File: src/hdl/aqmc_pkg.sv
// Constants, field layout and types shared by the queue-1 mode control block.
package aqmc_pkg;

   // Register indices on the plain register port.
   localparam logic [1:0] AQMC_IDX_CLK_CONFIG = 2'h0;
   localparam logic [1:0] AQMC_IDX_Q1_MODE    = 2'h1;
   localparam logic [1:0] AQMC_IDX_STATUS     = 2'h2;

   localparam int AQMC_DATA_W     = 16;
   localparam int AQMC_ADDR_W     = 2;

   // Field positions.
   localparam int AQMC_CIE_BIT    = 15;
   localparam int AQMC_PIE_BIT    = 14;
   localparam int AQMC_SSE_BIT    = 13;
   localparam int AQMC_MODE_LSB   = 8;
   localparam int AQMC_MODE_W     = 5;
   localparam int AQMC_TRG_BIT    = 12;
   localparam int AQMC_PRESCALE_W = 7;
   localparam int AQMC_CONT_BIT   = 4;

   // Status register bit positions.
   localparam int AQMC_STAT_BUSY  = 0;
   localparam int AQMC_STAT_PAUSE = 1;
   localparam int AQMC_STAT_SSE   = 2;

   // Operating mode codes.
   localparam logic [4:0] AQMC_MODE_DISABLED    = 5'h00;
   localparam logic [4:0] AQMC_MODE_SW_SINGLE   = 5'h01;
   localparam logic [4:0] AQMC_MODE_RISE_SINGLE = 5'h02;
   localparam logic [4:0] AQMC_MODE_FALL_SINGLE = 5'h03;
   localparam logic [4:0] AQMC_MODE_GATE_SINGLE = 5'h0f;
   localparam logic [4:0] AQMC_MODE_RESERVED    = 5'h10;
   localparam logic [4:0] AQMC_MODE_SW_CONT     = 5'h11;
   localparam logic [4:0] AQMC_MODE_RISE_CONT   = 5'h12;
   localparam logic [4:0] AQMC_MODE_FALL_CONT   = 5'h13;
   localparam logic [4:0] AQMC_MODE_GATE_CONT   = 5'h1f;

   // Timer modes use low mode nibble 4..14; exponent is nibble plus 3.
   localparam logic [3:0] AQMC_TMR_FIRST   = 4'h4;
   localparam logic [3:0] AQMC_TMR_LAST    = 4'he;
   localparam logic [4:0] AQMC_TMR_EXP_OFS = 5'h03;
   localparam int         AQMC_TMR_W       = 17;

   // Prescale: zero acts as one; divisor is twice (code plus one).
   localparam logic [6:0] AQMC_PRESCALE_MIN = 7'h01;
   localparam int         AQMC_DIV_W        = 9;

   localparam logic [15:0] AQMC_CLK_CONFIG_RST = 16'h0000;

   typedef struct packed {
      logic       cie;
      logic       pie;
      logic       sse;
      logic [4:0] mode;
   } aqmc_q1ctl_s;

   localparam aqmc_q1ctl_s AQMC_Q1CTL_RST = '{1'b0, 1'b0, 1'b0, 5'h00};

   typedef struct packed {
      logic [AQMC_ADDR_W-1:0] addr;
      logic [AQMC_DATA_W-1:0] wdata;
      logic                   wr;
      logic                   rd;
   } aqmc_bus_req_s;

   typedef enum logic [1:0] {
      AQMC_IDLE  = 2'b00,
      AQMC_RUN   = 2'b01,
      AQMC_PAUSE = 2'b10
   } aqmc_state_e;

endpackage

File: src/hdl/aqmc_q1_mode_ctrl.sv
// Queue-1 mode control: register, prescaler, trigger routing and scan starts.
//
// Functional notes
// - Conversion clock is system clock divided by twice (prescale plus one); zero acts as one.
// - Stop mode returns the queue-1 mode register to its reset state.
// - Completion enable set requests an interrupt when the last command word finishes.
// - Pause enable set requests an interrupt when queue 1 enters pause.
// - Single-scan enable is writable but reads as zero in the mode register outside test mode; status bit 2 always shows it.
// - Hardware clears the single-scan enable once its single scan completes.
// - Single-scan modes start on a trigger only while single-scan enable is set.
// - One write may set single-scan enable and select a single-scan mode together.
// - Mode field is bits 12 to 8; code zero keeps queue 1 disabled.
// - Mode 00001 runs one software-triggered scan, started by setting single-scan enable.
// - Modes 00010 and 00011 start single scans on rising or falling trigger edges.
// - Modes 00100 to 01110 start single scans after a 2^7..2^17 conversion-clock interval.
// - Mode 01111 runs one externally gated scan, started once single-scan enable is set and the external gate is open.
// - Mode 10001 scans continuously, restarting when each pass ends.
// - Modes 10010 and 10011 start continuous passes on rising or falling edges.
// - Modes 10100 to 11110 retrigger passes from a 2^7..2^17 periodic timer.
// - Mode 11111 scans continuously while the external gate allows conversions.
// - Trigger-assignment bit swaps which external trigger input feeds each queue.
//
// Our own choices: the register addresses and strobed register access.
`timescale 1ns/100ps
`default_nettype none

module aqmc_q1_mode_ctrl
   import aqmc_pkg::*;
(
   input  wire logic                   clk,
   input  wire logic                   resetn,
   input  wire logic                   stop_mode,
   input  wire logic                   test_mode,
   input  wire logic [AQMC_ADDR_W-1:0] reg_addr,
   input  wire logic [AQMC_DATA_W-1:0] reg_wdata,
   input  wire logic                   reg_wr,
   input  wire logic                   reg_rd,
   output logic      [AQMC_DATA_W-1:0] reg_rdata,
   input  wire logic [1:0]             external_trigger_input,
   input  wire logic                   q1_last_done,
   input  wire logic                   q1_pause_done,
   output logic                        conversion_clock_en,
   output logic                        q1_start,
   output logic                        q1_busy,
   output logic                        q1_gate_open,
   output logic                        q1_completion_irq,
   output logic                        q1_pause_irq,
   output logic                        q2_trigger
);

   // Timer exponent for a timer mode: low nibble plus offset.
   function automatic logic [4:0] tmr_exp(input logic [4:0] mode);
      tmr_exp = {1'b0, mode[3:0]} + AQMC_TMR_EXP_OFS;
   endfunction

   function automatic logic is_timer_mode(input logic [4:0] mode);
      is_timer_mode = (mode[3:0] >= AQMC_TMR_FIRST) &&
                      (mode[3:0] <= AQMC_TMR_LAST);
   endfunction

   aqmc_bus_req_s                req;
   aqmc_q1ctl_s                  q1ctl_r;
   aqmc_q1ctl_s                  q1ctl_nxt;
   aqmc_state_e                  state_r;
   aqmc_state_e                  state_nxt;
   logic [AQMC_DATA_W-1:0]       clk_config_r;
   logic [AQMC_DATA_W-1:0]       rdata_r;
   logic [AQMC_DATA_W-1:0]       rdata_nxt;
   logic [AQMC_DIV_W-1:0]        div_cnt_r;
   logic [AQMC_TMR_W-1:0]        tmr_cnt_r;
   logic [1:0]                   trig_d_r;
   logic                         q1_trig_prev_r;
   logic                         conversion_clock_en_r;
   logic                         start_r;
   logic                         gate_r;
   logic                         cmp_irq_r;
   logic                         pse_irq_r;
   logic                         q2_trig_r;

   assign req = '{addr: reg_addr, wdata: reg_wdata, wr: reg_wr, rd: reg_rd};

   // ---------------- Register decode ----------------
   wire wr_cfg  = req.wr && (req.addr == AQMC_IDX_CLK_CONFIG) && !stop_mode;
   wire wr_q1   = req.wr && (req.addr == AQMC_IDX_Q1_MODE) && !stop_mode;
   wire rd_cfg  = req.rd && (req.addr == AQMC_IDX_CLK_CONFIG);
   wire rd_q1   = req.rd && (req.addr == AQMC_IDX_Q1_MODE);
   wire rd_stat = req.rd && (req.addr == AQMC_IDX_STATUS);

   wire [6:0] prescale_raw = clk_config_r[AQMC_PRESCALE_W-1:0];
   wire       trg_swap     = clk_config_r[AQMC_TRG_BIT];
   wire [4:0] mode         = q1ctl_r.mode;

   // ---------------- Prescaler ----------------
   wire [6:0] prescale_eff = (prescale_raw == 7'h00) ?
                             AQMC_PRESCALE_MIN : prescale_raw;
   // Divisor is 2*(code+1); terminal count is divisor minus one.
   wire [AQMC_DIV_W-1:0] div_last =
      {1'b0, prescale_eff, 1'b0} + 9'h001;
   wire div_wrap = (div_cnt_r >= div_last);

   always_ff @(posedge clk or negedge resetn) begin
      if (!resetn) begin
         div_cnt_r <= '0;
         conversion_clock_en_r <= 1'b0;
      end else begin
         div_cnt_r <= div_wrap ? '0 : div_cnt_r + 9'h001;
         conversion_clock_en_r <= div_wrap;
      end
   end

   // ---------------- Trigger routing ----------------
   wire q1_trig_lvl = trg_swap ? trig_d_r[1] : trig_d_r[0];
   wire q2_trig_lvl = trg_swap ? trig_d_r[0] : trig_d_r[1];
   wire trig_rise   = q1_trig_lvl && !q1_trig_prev_r;
   wire trig_fall   = !q1_trig_lvl && q1_trig_prev_r;

   always_ff @(posedge clk or negedge resetn) begin
      if (!resetn) begin
         trig_d_r       <= 2'h0;
         q1_trig_prev_r <= 1'b0;
         q2_trig_r      <= 1'b0;
      end else begin
         trig_d_r       <= external_trigger_input;
         q1_trig_prev_r <= q1_trig_lvl;
         q2_trig_r      <= q2_trig_lvl;
      end
   end

   // ---------------- Mode decode ----------------
   wire mode_cont   = mode[AQMC_CONT_BIT];
   wire mode_off    = (mode == AQMC_MODE_DISABLED) ||
                      (mode == AQMC_MODE_RESERVED);
   wire mode_sw     = (mode == AQMC_MODE_SW_SINGLE) ||
                      (mode == AQMC_MODE_SW_CONT);
   wire mode_rise   = (mode == AQMC_MODE_RISE_SINGLE) ||
                      (mode == AQMC_MODE_RISE_CONT);
   wire mode_fall   = (mode == AQMC_MODE_FALL_SINGLE) ||
                      (mode == AQMC_MODE_FALL_CONT);
   wire mode_gate   = (mode == AQMC_MODE_GATE_SINGLE) ||
                      (mode == AQMC_MODE_GATE_CONT);
   wire mode_timer  = is_timer_mode(mode);
   wire scan_armed  = mode_cont || q1ctl_r.sse;

   // ---------------- Interval / periodic timer ----------------
   // The timer only runs while a pass could start, so an interval always
   // counts from the end of the previous pass or from arming.
   wire [4:0] exp_now = tmr_exp(mode);
   wire [AQMC_TMR_W-1:0] tmr_last =
      AQMC_TMR_W'((18'h00001 << exp_now) - 18'h00001);
   wire tmr_run    = mode_timer && scan_armed && (state_r == AQMC_IDLE);
   wire tmr_expire = tmr_run && conversion_clock_en_r && (tmr_cnt_r == tmr_last);

   always_ff @(posedge clk or negedge resetn) begin
      if (!resetn) begin
         tmr_cnt_r <= '0;
      end else if (!tmr_run || tmr_expire || wr_q1 || stop_mode) begin
         tmr_cnt_r <= '0;
      end else if (conversion_clock_en_r) begin
         tmr_cnt_r <= tmr_cnt_r + 17'h00001;
      end
   end

   // ---------------- Trigger event per mode ----------------
   wire trig_evt =
      (mode_sw    && 1'b1)        |
      (mode_rise  && trig_rise)   |
      (mode_fall  && trig_fall)   |
      (mode_timer && tmr_expire)  |
      (mode_gate  && q1_trig_lvl);
   wire accept = trig_evt && scan_armed && !mode_off;

   wire single_done = (state_r == AQMC_RUN) && q1_last_done && !mode_cont;

   // ---------------- Scan sequencer ----------------
   always_comb begin
      state_nxt = state_r;
      case (state_r)
         AQMC_IDLE: begin
            if (accept) begin
               state_nxt = AQMC_RUN;
            end
         end
         AQMC_RUN: begin
            if (q1_last_done) begin
               state_nxt = AQMC_IDLE;
            end else if (q1_pause_done) begin
               state_nxt = AQMC_PAUSE;
            end
         end
         AQMC_PAUSE: begin
            // A paused queue resumes on its next trigger event; a timer mode stays paused, as its timer runs only in idle.
            if (accept) begin
               state_nxt = AQMC_RUN;
            end
         end
         default: begin
            state_nxt = AQMC_IDLE;
         end
      endcase
      if (mode_off || stop_mode) begin
         state_nxt = AQMC_IDLE;
      end
   end

   // ---------------- Queue-1 mode register ----------------
   always_comb begin
      q1ctl_nxt = q1ctl_r;
      if (single_done) begin
         q1ctl_nxt.sse = 1'b0;
      end
      if (wr_q1) begin
         // A write lands after the hardware clear, so a fresh set wins.
         q1ctl_nxt.cie  = req.wdata[AQMC_CIE_BIT];
         q1ctl_nxt.pie  = req.wdata[AQMC_PIE_BIT];
         q1ctl_nxt.sse  = req.wdata[AQMC_SSE_BIT];
         q1ctl_nxt.mode =
            req.wdata[AQMC_MODE_LSB +: AQMC_MODE_W];
      end
      if (stop_mode) begin
         q1ctl_nxt = AQMC_Q1CTL_RST;
      end
   end

   // ---------------- Read mux ----------------
   wire [AQMC_DATA_W-1:0] q1_view =
      {q1ctl_r.cie, q1ctl_r.pie, q1ctl_r.sse && test_mode,
       q1ctl_r.mode, 8'h00};
   wire [AQMC_DATA_W-1:0] cfg_view =
      {clk_config_r[15:7], prescale_eff};
   wire [AQMC_DATA_W-1:0] stat_view =
      {13'h0000, q1ctl_r.sse, (state_r == AQMC_PAUSE),
       (state_r != AQMC_IDLE)};

   always_comb begin
      rdata_nxt = '0;
      if (rd_cfg) begin
         rdata_nxt = cfg_view;
      end else if (rd_q1) begin
         rdata_nxt = q1_view;
      end else if (rd_stat) begin
         rdata_nxt = stat_view;
      end
   end

   // Only the trigger-assignment bit and prescale field hold state.
   wire [AQMC_DATA_W-1:0] cfg_mask = 16'h107f;

   always_ff @(posedge clk or negedge resetn) begin
      if (!resetn) begin
         clk_config_r <= AQMC_CLK_CONFIG_RST;
         q1ctl_r      <= AQMC_Q1CTL_RST;
         state_r      <= AQMC_IDLE;
         rdata_r      <= '0;
      end else begin
         if (wr_cfg) begin
            clk_config_r <= req.wdata & cfg_mask;
         end
         q1ctl_r <= q1ctl_nxt;
         state_r <= state_nxt;
         rdata_r <= rdata_nxt;
      end
   end

   // ---------------- Registered outputs ----------------
   wire start_pulse = accept && (state_r != AQMC_RUN) && !stop_mode;

   always_ff @(posedge clk or negedge resetn) begin
      if (!resetn) begin
         start_r   <= 1'b0;
         gate_r    <= 1'b0;
         cmp_irq_r <= 1'b0;
         pse_irq_r <= 1'b0;
      end else begin
         start_r   <= start_pulse;
         gate_r    <= mode_gate && scan_armed && q1_trig_lvl;
         cmp_irq_r <= q1ctl_r.cie && q1_last_done &&
                      (state_r == AQMC_RUN);
         pse_irq_r <= q1ctl_r.pie && q1_pause_done &&
                      (state_r == AQMC_RUN);
      end
   end

   assign reg_rdata           = rdata_r;
   assign conversion_clock_en = conversion_clock_en_r;
   assign q1_start            = start_r;
   assign q1_busy             = (state_r != AQMC_IDLE);
   assign q1_gate_open        = gate_r;
   assign q1_completion_irq   = cmp_irq_r;
   assign q1_pause_irq        = pse_irq_r;
   assign q2_trigger          = q2_trig_r;

endmodule // aqmc_q1_mode_ctrl

`default_nettype wire

File: config.mk
export PLATFORM = sky130hd
export DESIGN_NAME = aqmc_q1_mode_ctrl
export DESIGN_NICKNAME = d
export VERILOG_FILES = /design/src/hdl/aqmc_pkg.sv /design/src/hdl/aqmc_q1_mode_ctrl.sv
export SDC_FILE = /design/constraint.sdc
export NUM_CORES = 1
export LEC_CHECK = 0
export BUFFER_PORTS_ARGS = -buffer_cell sky130_fd_sc_hd__buf_2
export CAP_MARGIN = 10
export CORE_MARGIN = 2
export CORE_UTILIZATION = 45
export CTS_CLUSTER_SIZE = 12
export DETAILED_ROUTE_END_ITERATION = 8
export PLACE_DENSITY = 0.63
export SLEW_MARGIN = 20
export SYNTH_ARGS = -nofsm -noshare
export SYNTH_HDL_FRONTEND = slang
export SYNTH_SLANG_ARGS = --single-unit
File: constraint.sdc
create_clock -name clk -period 2.5 [get_ports clk]
set_input_delay 0.125 -clock clk [delete_from_list [all_inputs] [get_ports clk]]
set_output_delay 0.125 -clock clk [all_outputs]
set_load 0.005 [all_outputs]
==> results.yml <==
sta:
  slew_violations: 0
  hold_violations: 0
  tns_ns: 0
  rsz0062_at_grt: "false"
  finalSetupViolCount: 0
  period_share_pct: 93.47
  finalCriticalPeriod_ns: 2.337
  clock_skew_ns: 0.007021
  fmaxAchievable_ghz: 0.4279
clocking:
  cts.reportedPaths.clkPinSlew_ns: 0.08
  insertion_delay_ns: 0.35
  clock_sinks: 68
  htree_levels: 3
  clk_path_buf_depth: 2
  clockRootBuffer: "clkbuf_8"
  cts_buffers: 9
  cts_tree: "built"
critical_path:
  criticalPathCategory: "reg2reg"
  ff2ff_path_depth: 10
  critPathLaunch: "clk_config_r[1]"
  cp.required_ns: 2.77
  r2r-start: "clk_config_r[1]"
  cp-end-kind: "register"
  crit_family: "simple AND/OR/NAND/NOR gates"
  timing.rr.end: "div_cnt_r[8]"
  critPathMaxFanout: 10
  ff2ff_setup_slack_ns: 0.16
  crit_buf_inv: 0
  worst_ep_arrival_time_ns: 2.61
  critPathLaunchType: "register"
  path_common_cell: "a21o_1"
  crit_chain: "nor4_1, a31oi_1, ha_1, a21o_1, a21o_1, a21oi_1, o21ai_0, nand3_1, nand2_1, nor3_1"
  cp_slowest_cell: "dfrtp_1"
  slowest_delay_ns: 0.41
cells_and_area:
  fin_cells: 536
  drive_gt1_share_pct: 20.14
  fillers: 668
  area_delta_synth_final_pct: 21.38
  final_common_cell: "dfrtp_1"
  layout.nets: 470
  register_area_mm2: 0.001705
  diodes: 0
  final_cell_mix: "65 x dfrtp_1, 48 x nor2_1, 48 x buf_2"
  multi_input_area_mm2: 0.001587
grt:
  grt_first_pass_wirelength_mm: 13.08
  grt-ovfl-total: 0
  antenna_found_initial: 0
  grt_max_degree: 27
  grt_pass1_vias: 2741
  grt.total_usage_pct: 19.69
placed_design:
  numPortBuffers: 48
  dp_hpwl_mm: 5.318
  dpl.cell_count: 508
  place.gp.congestion: 0.8717
yosys:
  yosys_most_used_dff: "dfrtp_1"
  synth-edff-count: 0
  async_reset_ff_share_pct: 100.0
  synthCells: 365
  yosysWarnings: 0
  synth_area_mm2: 0.003441
  ys_ff_latch: 68
  ys_seq_area_share_pct: 49.45
  syn_avg_cell_area_um2: 9.427
  synth_cell_type_count: 51
routing:
  drc_errors: 0
  wl_per_cell_um: 13.89
  vias: 2745
  drt_first_pass_iters: 4
  dr.first_iter.drc_count: 111
  wirelength_mm: 7.447
  antenna_left: 0
  via_per_inst: 5.121
die:
  die_area_mm2: 0.008361
  core_mm2: 0.007331
  dieHeight_um: 91.44
  io_pins: 51
  start_util_pct: 46.94
  fp.dieW_um: 91.44
  fp-row-count: 31
min_path:
  hold_path_depth: 3
  whs_endpoint: "mode[1]"
  hold_class: "in2reg"
  hp-start: "reg_wdata[9]"
power:
  p_leak_nw: 1.964
  ir_drop_mv: 0.4733
  power.density_mw_per_mm2: 668.3
job:
  maxCapViolCount: 0
outcome:
  status: "finished clean"
==> state kept, by name, indices dropped and copies added, names as in the netlist, 2 cells and up <==
name / count
reg_rdata: 15
clk_config_r: 8
state_r: 2
mode: 5
q1_view: 2
div_cnt_r: 9
trig_d_r: 2
tmr_cnt_r: 17
==> Yosys cell counts (2+ instances only) <==
library cell  number  area share (%)
dfrtp_1           68              49
nor2_1            48             5.2
nand2_1           42             4.6
a21oi_1           19             2.8
xor2_1            17             4.3
inv_1             15             1.6
o21ai_0           15             2.2
nand3_1           11             1.6
xnor2_1           11             2.8
ha_1              10             3.6
nor3_1            10             1.5
clkbuf_1           8            0.87
buf_2              7             1.0
nand4_1            7             1.3
and3_1             6             1.1
mux2i_1            6             1.7
nor4_1             6             1.1
and2_1             5            0.91
nand2b_1           4            0.73
nor4b_1            4             1.0
o22ai_1            4            0.73
mux2_2             3            0.98
nor2b_1            3            0.55
a21o_1             2            0.44
a31oi_1            2            0.36
and4_1             2            0.51
buf_4              2            0.44
buf_6              2            0.65
conb_1             2            0.22
nand3b_1           2            0.44
or2_2              2            0.36
==> tightest hold or removal path, cell delays in order <==
cell	delay, ns
buf_2	0.10
nand2_1	0.05
a21oi_1	0.05
==> layer usage <==
| metal | vias to the layer above | part of all wire, % | global-route usage [%] |
|---|---|---|---|
| li1 | 1375 | - | - |
| met1 | 1308 | 49 | 27.44 |
| met2 | 53 | 46 | 30.09 |
| met3 | 9 | 3.1 | 3.402 |
| met4 | 0 | 1.8 | 8.712 |
| met5 | - | 0 | 0 |
==> layout make-up <==
cell class | instances | area share, %
Multi-Input combinational cell | 263 | 37.99
Tap cell | 99 | 2.966
Sequential cell | 68 | 40.83
Inverter | 16 | 1.438
Timing Repair Buffer | 74 | 11.44
Clock inverter | 7 | 2.367
Clock buffer | 9 | 2.966
==> worst max path at each step <==
stage              endpoint  slack [ns]  cells past startpoint
2_1_floorplan  tmr_cnt_r[7]        0.31                     11
3_3_place_gp   tmr_cnt_r[1]        0.11                      9
3_5_place_dp   tmr_cnt_r[5]        0.15                      9
6_report       div_cnt_r[8]        0.16                     10
5_1_grt        tmr_cnt_r[5]        0.01                     10
4_1_cts        tmr_cnt_r[5]        0.11                     10
==> through the flow <==
| stage | setup WS (ns) | total power, mW | hold WS, ns | cell area [um^2] | utilization [%] |
|---|---|---|---|---|---|
| after floorplan | 0.3073 | 1.618 | -0.1706 | 3445 | - |
| after global placement | 0.1080 | 1.755 | 0.1014 | 3830 | 52.24 |
| after detailed placement | 0.1491 | 1.774 | 0.1149 | 3830 | 52.24 |
| after CTS | 0.1083 | 2.813 | 0.002399 | 4173 | 56.92 |
| after global routing | 0.01127 | 2.964 | 0.008653 | 4177 | 56.97 |
| final | 0.1632 | 2.791 | 0.008875 | 4177 | 56.97 |
==> power by group <==
part | switching, mW | internal [mW]
clock network | 0.456 | 0.568
registers | 0.104 | 1.20
logic | 0.244 | 0.220
total | 0.804 | 1.99
==> kinds of logic (layout without fill, tap and decap cells) <==
| logic type | after synthesis | in the layout | synth area share [%] |
|---|---|---|---|
| AOI/OAI and AO/OA | 56 | 56 | 9.964 |
| xor gates and xnor gates | 28 | 28 | 7.127 |
| adders and majority gates | 10 | 10 | 3.636 |
| buffers and inverters | 35 | 106 | 4.727 |
| DFF | 68 | 68 | 49.45 |
| muxes | 9 | 9 | 2.727 |
| other | 2 | 3 | 0.2183 |
| and+or+nand+nor | 157 | 157 | 22.15 |
==> timing repair <==
item | 4_1_cts | 5_1_grt
hold buffers | 12 | 0
endpoints found under the setup margin | 0 | 17
resized for setup | 0 | 3
endpoints found under the hold margin | 31 | 0
setup buffers | 0 | 0
Power figures use the tool's default switching activity.
